### src/hdl/dso_pkg.sv
// drive status output package: selector codes, timer figures, widths
// assumes a 50 MHz control clock feeding every block of the status logic
package dso_pkg;
  // control clock rate and millisecond tick
  localparam int unsigned CLK_HZ        = 50000000;      // sys_clk rate
  localparam int unsigned TICK_CYCLES   = CLK_HZ / 1000; // cycles per ms
  // qualification times in milliseconds
  localparam int unsigned LIMIT_MIN_MS  = 100;           // limiting min width
  localparam int unsigned LIMIT_DLY_MS  = 20;            // limiting delay
  localparam int unsigned SPEED_HOLD_MS = 100;           // speed-off hold
  // heat-sink margins in degrees C
  localparam int unsigned HS_ON_MARGIN  = 5;             // warn margin
  localparam int unsigned HS_OFF_MARGIN = 8;             // release margin
  // current input break threshold in microamps
  localparam int unsigned WIRE_BREAK_UA = 2000;          // 2 mA
  // assignment code layout
  localparam logic [10:0] NEG_OFFSET    = 11'h3e8;       // 1000 = inverted
  localparam logic [10:0] CODE_RESET    = 11'h000;       // code after reset
  // selector codes of status flags
  localparam logic [6:0] SEL_TORQUE     = 7'h04; // 4
  localparam logic [6:0] SEL_LIM        = 7'h05; // 5
  localparam logic [6:0] SEL_KEYPAD     = 7'h08; // 8
  localparam logic [6:0] SEL_READY      = 7'h0a; // 10
  localparam logic [6:0] SEL_CONTACTOR  = 7'h0f; // 15
  localparam logic [6:0] SEL_LIMDLY     = 7'h16; // 22
  localparam logic [6:0] SEL_COMM       = 7'h1b; // 27
  localparam logic [6:0] SEL_HEAT       = 7'h1c; // 28
  localparam logic [6:0] SEL_SYNC       = 7'h1d; // 29
  localparam logic [6:0] SEL_WEAR       = 7'h1e; // 30
  localparam logic [6:0] SEL_PID        = 7'h2b; // 43
  localparam logic [6:0] SEL_FWD        = 7'h34; // 52
  localparam logic [6:0] SEL_REV        = 7'h35; // 53
  localparam logic [6:0] SEL_REMOTE     = 7'h36; // 54
  localparam logic [6:0] SEL_WIRE       = 7'h3b; // 59
  localparam logic [6:0] SEL_SPEED      = 7'h46; // 70
  localparam logic [6:0] SEL_ALARM      = 7'h63; // 99
  localparam logic [6:0] SEL_SAFETY     = 7'h65; // 101
  // contactor sequencer states
  typedef enum logic [1:0] {CtOff, CtOn, CtStopping} dso_ct_e;
endpackage : dso_pkg

### src/hdl/dso_ms_timer.sv
// dso_ms_timer: counts whole milliseconds on a shared tick
// assumes the tick is one cycle wide and reset is synchronous
`timescale 1ns/1ps
`default_nettype none
module dso_ms_timer #(
  parameter int unsigned LIMIT_MS = 100      // count at which done rises
) (
  input  wire logic sys_clk,                 // control clock
  input  wire logic rst,                     // sync reset, high
  input  wire logic clear,                   // restart from zero
  input  wire logic msTick,                  // one-cycle millisecond tick
  output logic      done                     // limit reached, level
);
  // limits are held to 1 through 1000, inside the ten-bit counter's range
  if (LIMIT_MS < 1 || LIMIT_MS > 1000) begin : g_badLimit
    $error("dso_ms_timer: bad limit");
  end

  typedef struct packed {
    logic [9:0] count;                       // elapsed milliseconds
    logic       done;                        // limit reached
  } dso_tmr_s;

  dso_tmr_s q, d;

  // saturate at the limit so done holds until cleared
  always_comb begin
    d = q;
    if (clear) begin
      d.count = 10'h000;
      d.done  = 1'b0;
    end else if (msTick && !q.done) begin
      d.count = q.count + 10'h001;
      d.done  = (d.count >= 10'(LIMIT_MS));
    end
  end

  // state register, cleared by reset
  always_ff @(posedge sys_clk) begin
    if (rst) q <= '0;
    else     q <= d;
  end

  assign done = q.done;
endmodule // dso_ms_timer
`default_nettype wire

### src/hdl/dso_out_select.sv
// dso_out_select: routes one flag by assignment code, then polarity
// assumes flags arrive indexed by their 7-bit selector code
`timescale 1ns/1ps
`default_nettype none
module dso_out_select (
  input  wire logic [127:0] flags,           // flags indexed by code
  input  wire logic [10:0]  code,            // terminal assignment code
  output logic              pinLevel         // routed level, combinational
);
  logic [10:0] baseCode;                     // code with inversion removed
  logic        invert;                       // negative logic chosen

  // codes of 1000 and above select the same flag inverted
  always_comb begin
    invert   = (code >= dso_pkg::NEG_OFFSET);
    baseCode = invert ? code - dso_pkg::NEG_OFFSET : code;
    // out-of-range codes route to a low level before polarity
    if (baseCode > 11'h07f) pinLevel = invert;
    else pinLevel = flags[baseCode[6:0]] ^ invert;
  end
endmodule // dso_out_select
`default_nettype wire

### src/hdl/dso_status_out.sv
// dso_status_out: drive status flags routed to digital output terminals
// assumes all inputs are synchronous to sys_clk and already decoded
// by the drive's control core; temperatures in degrees C, current in uA
//
// Overview of operation
// - torque flag high when braking, low driving
// - limiting flag, held at least 100 ms
// - delayed limiting flag after 20 ms continuous
// - four actions count as output limiting
// - keypad flag follows keypad run source
// - ready needs preparation done and no protection
// - contactor on at run, off after stop
// - contactor drops at once on coast/alarm
// - comm output follows only link-written value
// - heat warning above trip-5, release at trip-8
// - locked circulation fan also raises heat warning
// - sync flag while inside completion angle
// - wear flag on expired life or fan lock
// - closed loop flag: pid enabled and running
// - forward/reverse flags, both low when stopped
// - remote flag follows remote mode
// - wire break below 2 mA input
// - speed valid on, off after 100 ms low
// - speed criterion chosen by select under sensored
// - alarm flag while in alarm mode
// - safety fault flag on enable circuit failure
// - code plus 1000 inverts output polarity
`timescale 1ns/1ps
`default_nettype none
module dso_status_out #(
  parameter int unsigned NUM_OUT   = 6,      // digital output terminals
  parameter int unsigned TEMP_W    = 8,      // temperature width
  parameter int unsigned SPEED_W   = 16      // speed word width
) (
  input  wire logic sys_clk,                          // control clock
  input  wire logic rst,                              // sync reset, high
  input  wire logic torqueBraking,                    // torque sign: brake
  input  wire logic torqueLimiting,                   // torque limit on
  input  wire logic swCurrentLimiting,                // sw current limit on
  input  wire logic hwOvercurrentLimiting,            // hw ocl active
  input  wire logic hw_overcurrent_limit_enable,      // hw ocl enabled
  input  wire logic antiRegenDecel,                   // auto decel active
  input  wire logic keypadSelected,                   // keypad run source
  input  wire logic prepDone,                         // precharge+init done
  input  wire logic protectionActive,                 // protection tripped
  input  wire logic runCommand,                       // run command on
  input  wire logic coastCommand,                     // coast-to-stop
  input  wire logic motorStopped,                     // decel finished
  input  wire logic commValue,                        // link-written bit
  input  wire logic [TEMP_W-1:0] heatsinkTemp,        // heat-sink temp
  input  wire logic [TEMP_W-1:0] heatsink_trip,       // trip temperature
  input  wire logic fanLocked,                        // circ fan locked
  input  wire logic syncRunning,                      // synchronous running
  input  wire logic insideSyncAngle,                  // inside angle
  input  wire logic lifeExpired,                      // caps/fan life over
  input  wire logic pid_cancel_input,                 // high cancels pid
  input  wire logic runningFwd,                       // turning forward
  input  wire logic runningRev,                       // turning reverse
  input  wire logic remoteMode,                       // remote selected
  input  wire logic [15:0] currentInputUa,            // current input uA
  input  wire logic sensoredVector,                   // sensored control
  input  wire logic speed_criterion_select,           // 1 = detected speed if sensored
  input  wire logic [SPEED_W-1:0] refSpeed,           // reference speed
  input  wire logic [SPEED_W-1:0] detSpeed,           // detected speed
  input  wire logic [SPEED_W-1:0] stop_frequency_setting, // stop level
  input  wire logic alarmMode,                        // alarm mode entered
  input  wire logic enableCircuitFail,                // enable ckt failure
  input  wire logic [NUM_OUT*11-1:0] assignCodes,     // 11-bit code each
  output logic [NUM_OUT-1:0] outPins                  // terminal levels
);
  // refuse sizes the selectors and margins cannot serve
  if (NUM_OUT < 1 || NUM_OUT > 16) begin : g_badNum
    $error("dso_status_out: NUM_OUT");
  end
  if (TEMP_W < 5 || SPEED_W < 2) begin : g_badWidth
    $error("dso_status_out: widths");
  end

  typedef dso_pkg::dso_ct_e dso_ct_e_t;

  // every state bit of the block except the timers' own, registered in one place
  typedef struct packed {
    logic [15:0]        tickCnt;     // millisecond prescaler
    logic               msTick;      // one-cycle tick
    dso_ct_e_t          ct;          // contactor sequencer
    logic               heatHot;     // temperature hysteresis state
    logic               speedOn;     // speed valid flag
    logic               limHeld;     // limiting minimum width pending
    logic [NUM_OUT-1:0] pins;        // registered terminal levels
  } dso_state_s;

  // adds the margin to the temperature so a low trip level cannot wrap
  function automatic logic hotter(input logic [TEMP_W-1:0] temp,
                                  input logic [TEMP_W-1:0] trip,
                                  input logic [TEMP_W-1:0] margin);
    return ({1'b0, temp} + {1'b0, margin}) > {1'b0, trip};
  endfunction

  dso_state_s q, d;

  logic limitAny;                    // any limiting action
  logic limHoldDone;                 // 100 ms minimum width elapsed
  logic limDlyDone;                  // 20 ms persistence elapsed
  logic speedLowDone;                // 100 ms at or below stop level
  logic speedAbove;                  // chosen speed above stop level
  logic [SPEED_W-1:0] judgedSpeed;   // speed under judgement
  logic [127:0] flags;               // flags indexed by code
  logic [NUM_OUT-1:0] routed;        // selector outputs

  // four limiting sources; hw limiting counts only when enabled
  assign limitAny = torqueLimiting | swCurrentLimiting
                  | (hwOvercurrentLimiting & hw_overcurrent_limit_enable)
                  | antiRegenDecel;

  // minimum-width timer restarts on every limiting cycle
  dso_ms_timer #(.LIMIT_MS(dso_pkg::LIMIT_MIN_MS)) u_limHold (
    .sys_clk (sys_clk),
    .rst     (rst),
    .clear   (limitAny),
    .msTick  (q.msTick),
    .done    (limHoldDone)
  );

  // persistence timer cleared whenever limiting drops
  dso_ms_timer #(.LIMIT_MS(dso_pkg::LIMIT_DLY_MS)) u_limDly (
    .sys_clk (sys_clk),
    .rst     (rst),
    .clear   (!limitAny),
    .msTick  (q.msTick),
    .done    (limDlyDone)
  );

  // off-delay timer restarts while the speed stays above
  dso_ms_timer #(.LIMIT_MS(dso_pkg::SPEED_HOLD_MS)) u_speedLow (
    .sys_clk (sys_clk),
    .rst     (rst),
    .clear   (speedAbove),
    .msTick  (q.msTick),
    .done    (speedLowDone)
  );

  // sensorless vector always judges on the reference speed
  always_comb begin
    judgedSpeed = (sensoredVector && speed_criterion_select)
                ? detSpeed : refSpeed;
    speedAbove  = judgedSpeed > stop_frequency_setting;
  end

  // flag vector: index is the assignment code of each flag
  always_comb begin
    flags = '0;
    flags[dso_pkg::SEL_TORQUE]    = torqueBraking;
    // limiting flag stays up until the hold timer runs out
    flags[dso_pkg::SEL_LIM]       = limitAny | q.limHeld;
    flags[dso_pkg::SEL_LIMDLY]    = limDlyDone;
    flags[dso_pkg::SEL_KEYPAD]    = keypadSelected;
    flags[dso_pkg::SEL_READY]     = prepDone & !protectionActive;
    flags[dso_pkg::SEL_CONTACTOR] = (q.ct != dso_pkg::CtOff);
    flags[dso_pkg::SEL_COMM]      = commValue;
    flags[dso_pkg::SEL_HEAT]      = q.heatHot | fanLocked;
    flags[dso_pkg::SEL_SYNC]      = syncRunning & insideSyncAngle;
    flags[dso_pkg::SEL_WEAR]      = lifeExpired | fanLocked;
    // stays on through a low-flow pause as long as run is held
    flags[dso_pkg::SEL_PID]       = !pid_cancel_input & runCommand;
    flags[dso_pkg::SEL_FWD]       = runningFwd & !runningRev;
    flags[dso_pkg::SEL_REV]       = runningRev & !runningFwd;
    flags[dso_pkg::SEL_REMOTE]    = remoteMode;
    flags[dso_pkg::SEL_WIRE]      =
      currentInputUa < 16'(dso_pkg::WIRE_BREAK_UA);
    flags[dso_pkg::SEL_SPEED]     = q.speedOn;
    flags[dso_pkg::SEL_ALARM]     = alarmMode;
    flags[dso_pkg::SEL_SAFETY]    = enableCircuitFail;
  end

  // one selector per terminal, polarity applied after selection
  for (genvar i = 0; i < NUM_OUT; i++) begin : g_sel
    dso_out_select u_sel (
      .flags    (flags),
      .code     (assignCodes[i*11 +: 11]),
      .pinLevel (routed[i])
    );
  end

  // next-state logic for every registered field
  always_comb begin
    d = q;
    // single millisecond tick shared by all timers
    if (q.tickCnt == 16'(dso_pkg::TICK_CYCLES - 1)) begin
      d.tickCnt = 16'h0000;
      d.msTick  = 1'b1;
    end else begin
      d.tickCnt = q.tickCnt + 16'h0001;
      d.msTick  = 1'b0;
    end

    // contactor sequencer
    case (q.ct)
      dso_pkg::CtOff: begin
        if (runCommand && !coastCommand && !alarmMode)
          d.ct = dso_pkg::CtOn;
      end
      dso_pkg::CtOn: begin
        if (!runCommand) d.ct = dso_pkg::CtStopping;
      end
      dso_pkg::CtStopping: begin
        // a fresh run during decel keeps the contactor closed
        if (runCommand) d.ct = dso_pkg::CtOn;
        else if (motorStopped) d.ct = dso_pkg::CtOff;
      end
      default: d.ct = dso_pkg::CtOff;
    endcase
    // coast or alarm override everything, no deceleration wait
    if (coastCommand || alarmMode) d.ct = dso_pkg::CtOff;

    // hysteresis band: on above trip-5, off at or below trip-8
    if (hotter(heatsinkTemp, heatsink_trip, TEMP_W'(dso_pkg::HS_ON_MARGIN)))
      d.heatHot = 1'b1;
    else if (!hotter(heatsinkTemp, heatsink_trip,
                     TEMP_W'(dso_pkg::HS_OFF_MARGIN)))
      d.heatHot = 1'b0;

    // speed valid: rise at once, fall after the low hold
    if (speedAbove) d.speedOn = 1'b1;
    else if (speedLowDone) d.speedOn = 1'b0;

    // limiting hold: set by any limiting cycle, dropped once the timer
    // has run its minimum width; reset leaves it low, not pending
    if (limitAny) d.limHeld = 1'b1;
    else if (limHoldDone) d.limHeld = 1'b0;

    d.pins = routed;
  end

  // one register stage; outputs come straight from it
  always_ff @(posedge sys_clk) begin
    if (rst) begin
      q.tickCnt <= 16'h0000;
      q.msTick  <= 1'b0;
      q.ct      <= dso_pkg::CtOff;
      q.heatHot <= 1'b0;
      q.speedOn <= 1'b0;
      q.limHeld <= 1'b0;
      q.pins    <= '0;
    end else begin
      q <= d;
    end
  end

  assign outPins = q.pins;
endmodule // dso_status_out
`default_nettype wire

### config.mk
export PLATFORM = sky130hd
export DESIGN_NAME = dso_status_out
export DESIGN_NICKNAME = d
export VERILOG_FILES = /design/src/hdl/dso_pkg.sv /design/src/hdl/dso_ms_timer.sv /design/src/hdl/dso_out_select.sv /design/src/hdl/dso_status_out.sv
export SDC_FILE = /design/constraint.sdc
export NUM_CORES = 1
export LEC_CHECK = 0
export BUFFER_PORTS_ARGS = -buffer_cell sky130_fd_sc_hd__buf_2
export CORE_UTILIZATION = 30
export DETAILED_ROUTE_END_ITERATION = 7
export PLACE_DENSITY_LB_ADDON = 0.05
export SLEW_MARGIN = 20
export SYNTH_ARGS = -nofsm -noshare
export SYNTH_HDL_FRONTEND = slang
export SYNTH_SLANG_ARGS = --single-unit
### constraint.sdc
create_clock -name sys_clk -period 3 [get_ports sys_clk]
set_input_delay 0.3 -clock sys_clk [delete_from_list [all_inputs] [get_ports sys_clk]]
set_output_delay 0.3 -clock sys_clk [all_outputs]
set_load 0.01 [all_outputs]
==> impl_metrics.env <==
export IMPL_start_util=0.305
export IMPL_vias_per_cell=5.23
export IMPL_final_common_cell="buf_2"
export IMPL_powerDensity_nw_per_um2=293
export IMPL_min_from="runCommand"
export IMPL_slowest_stage="a21oi_2"
export IMPL_synth_fp_nets=1252
export IMPL_finalWirelength_um=23400
export IMPL_grt_max_degree=17
export IMPL_std_cell_rows=57
export IMPL_ys_ff_latch=61
export IMPL_rsz0062_at_grt="false"
export IMPL_dp_hpwl_um=18300
export IMPL_cts_repair_resized=0
export IMPL_post_route_period_util=0.830
export IMPL_first_global_vias=7718
export IMPL_postCtsHoldBufs=0
export IMPL_dpl_instance_area_um2=8690
export IMPL_fill_cells=2724
export IMPL_fin_setup_tns_ns=0
export IMPL_r2r_start="q[8]"
export IMPL_clkTransAtPathRegs_ns=0.06
export IMPL_placed_cells=1511
export IMPL_core_area_um2=24200
export IMPL_clock_sinks=61
export IMPL_hold_violations=0
export IMPL_fmax_mhz=402
export IMPL_synthCells=1032
export IMPL_pwr_share_seq=0.316
export IMPL_grtUsageTotal=0.185
export IMPL_worst_slack_ns=0.510
export IMPL_max_slew_margin=0.564
export IMPL_ys_warnings_count=0
export IMPL_critPathKind="input port to flop"
export IMPL_drv_slew=0
export IMPL_finalInstanceArea_um2=8970
export IMPL_multi_input_area_um2=5730
export IMPL_cts_tree="done"
export IMPL_ff2ff_path_depth=8
export IMPL_drive_gt1_frac=0.219
export IMPL_cts_htree_levels=3
export IMPL_crit_path_start_kind="input port"
export IMPL_r2r_end="outPins[2]"
export IMPL_cp_cell_sequence="buf_2, inv_1, ha_1, o21ai_2, a21oi_2, nor2_1, a311oi_1, or4b_1, a31oi_1, mux2_1"
export IMPL_layout_common_cells="174 x buf_2, 95 x nor2_1, 92 x nand2_1"
export IMPL_crit_path_max_incr_delay_ns=0.51
export IMPL_syn_cell_area_um2=7400
export IMPL_power_leakage_nw=3.72
export IMPL_drc=0
export IMPL_gp_congestion=0.812
export IMPL_grt_overflow=0
export IMPL_period_minus_slack_ns=2.49
export IMPL_ir_drop_mv=0.296
export IMPL_io_buffers=174
export IMPL_whs_path_depth=2
export IMPL_grt_pass1_wl_um=38600
export IMPL_dieArea_um2=25300
export IMPL_min_to="q[10]"
export IMPL_antenna_found_initial=6
export IMPL_root_buffer="clkbuf_16"
export IMPL_die_h_um=159
export IMPL_clkPwrFrac=0.365
export IMPL_routed_via_count=8012
export IMPL_sw_frac_of_total=0.333
export IMPL_drtIter0Drc=411
export IMPL_worst_pin_slew_ns=0.651
export IMPL_clk_latency_ns=0.34
export IMPL_synth_seq_area_share=0.165
export IMPL_synthArstFlopShare=0
export IMPL_final_antenna_net_count=0
export IMPL_cts_buffers=9
export IMPL_stdcell_count=1531
export IMPL_ys_flop_type="dfxtp_1"
export IMPL_postCtsSetupBuffers=0
export IMPL_yosysUniqueCellTypes=84
export IMPL_syn_avg_cell_area_um2=7.17
export IMPL_cp_max_fo=13
export IMPL_outcome="complete, no violations"
export IMPL_hp_class="input port to flop"
export IMPL_cp_required_ns=3.22
export IMPL_place_ws_ns=0.152
export IMPL_syn_to_final_growth_pct=21.2
export IMPL_p_switching_mw=0.877
export IMPL_fin_skew_ns=0.0101
export IMPL_final_seq_area_um2=1220
export IMPL_arrival_ns=2.71
export IMPL_first_pass_iters=5
export IMPL_wl_per_cell_um=15.3
export IMPL_intPower_mw=1.75
export IMPL_totalPowerFinal_mw=2.63
export IMPL_end_kind="flop"
export IMPL_io_pins=179
export IMPL_synth_edf_count=0
export IMPL_clk_path_buf_depth=2
export IMPL_drv_cap=0
export IMPL_power_frac_comb=0.318
export IMPL_nets=1418
export IMPL_r2r_setup_slack_ns=0.68
export IMPL_fp_dieW_um=159
export IMPL_setup_viol=0
sequential cells by signal, indices dropped and copies added (netlist names):
name             cells
q                   21
flags                1
u_speedLow.q        10
outPins              6
u_limDly.done        1
u_limHold.q         10
u_limDly.q          10
u_limHold.done       1
u_speedLow.done      1
cells by family after synthesis:
| family | share of synthesized area |
|---|---|
| buffers and inverters | 0.0600 |
| and+or+nand+nor | 0.297 |
| muxes | 0.0675 |
| xor gates and xnor gates | 0.0651 |
| AOI/OAI and AO/OA | 0.264 |
| DFF | 0.165 |
| adders and majority gates | 0.0808 |
layer usage:
layer  global-route usage  part of all wire
met3               0.0435             0.053
met2                0.317              0.47
met1                0.237              0.47
met4               0.0341            0.0066
met5                    0           0.00077
worst max-delay path, delay by kind of cell:
kind / cells / cell delay, ns
buf+inv: 2 / 0.26
mux: 1 / 0.33
simple gates: 2 / 0.56
compound gates: 4 / 1.04
fa+ha+maj: 1 / 0.21
per-stage QoR:
stage	utilization	hold WS, ns
detailed placement	0.359	0.434
global route	0.370	0.171
CTS	0.370	0.162
global placement	0.359	0.429
floorplan	-	0.376
finish	0.370	0.182
power groups by stage:
| stage | clock (mW) | sequential [mW] | combinational (mW) |
|---|---|---|---|
| finish | 0.961 | 0.832 | 0.837 |
| global route | 1.04 | 0.833 | 0.947 |
| CTS | 1.01 | 0.832 | 0.843 |
| detailed placement | 0 | 0.849 | 0.838 |
| global placement | 0 | 0.850 | 0.843 |
| floorplan | 0 | 0.848 | 0.520 |
synthesized netlist by cell type (all sizes together), types with 22 or more instances:
cell type  number  share of area
nand4          22          0.019
xor2           30          0.036
o21ai          57          0.039
clkbuf         41          0.021
mux2           24          0.037
nand2          92          0.047
nor3           26          0.018
inv            57          0.029
nand3          53          0.036
dfxtp          61           0.17
a21oi          56          0.038
xnor2          25          0.030
ha             47          0.079
nor2           95          0.048
nor2b          24          0.020
layout make-up:
class | count | area share
diodes | 4 | 0.00112
clock buffers | 10 | 0.0255
clock inverters | 6 | 0.00432
inverters | 57 | 0.0238
multi-input cells | 862 | 0.639
flip-flops and latches | 61 | 0.136
well taps | 324 | 0.0452
repair buffers | 207 | 0.125
worst max path at each step:
stage / from / end / cells past startpoint
after global routing: sensoredVector / u_speedLow.q[8] / 13
final: assignCodes[26] / outPins[2] / 10
after global placement: sensoredVector / u_speedLow.q[8] / 10
after detailed placement: assignCodes[26] / outPins[2] / 10
after CTS: sensoredVector / u_speedLow.q[2] / 13
after floorplan: sensoredVector / u_speedLow.done / 12
Note: power is estimated with default switching activity, not from simulation.
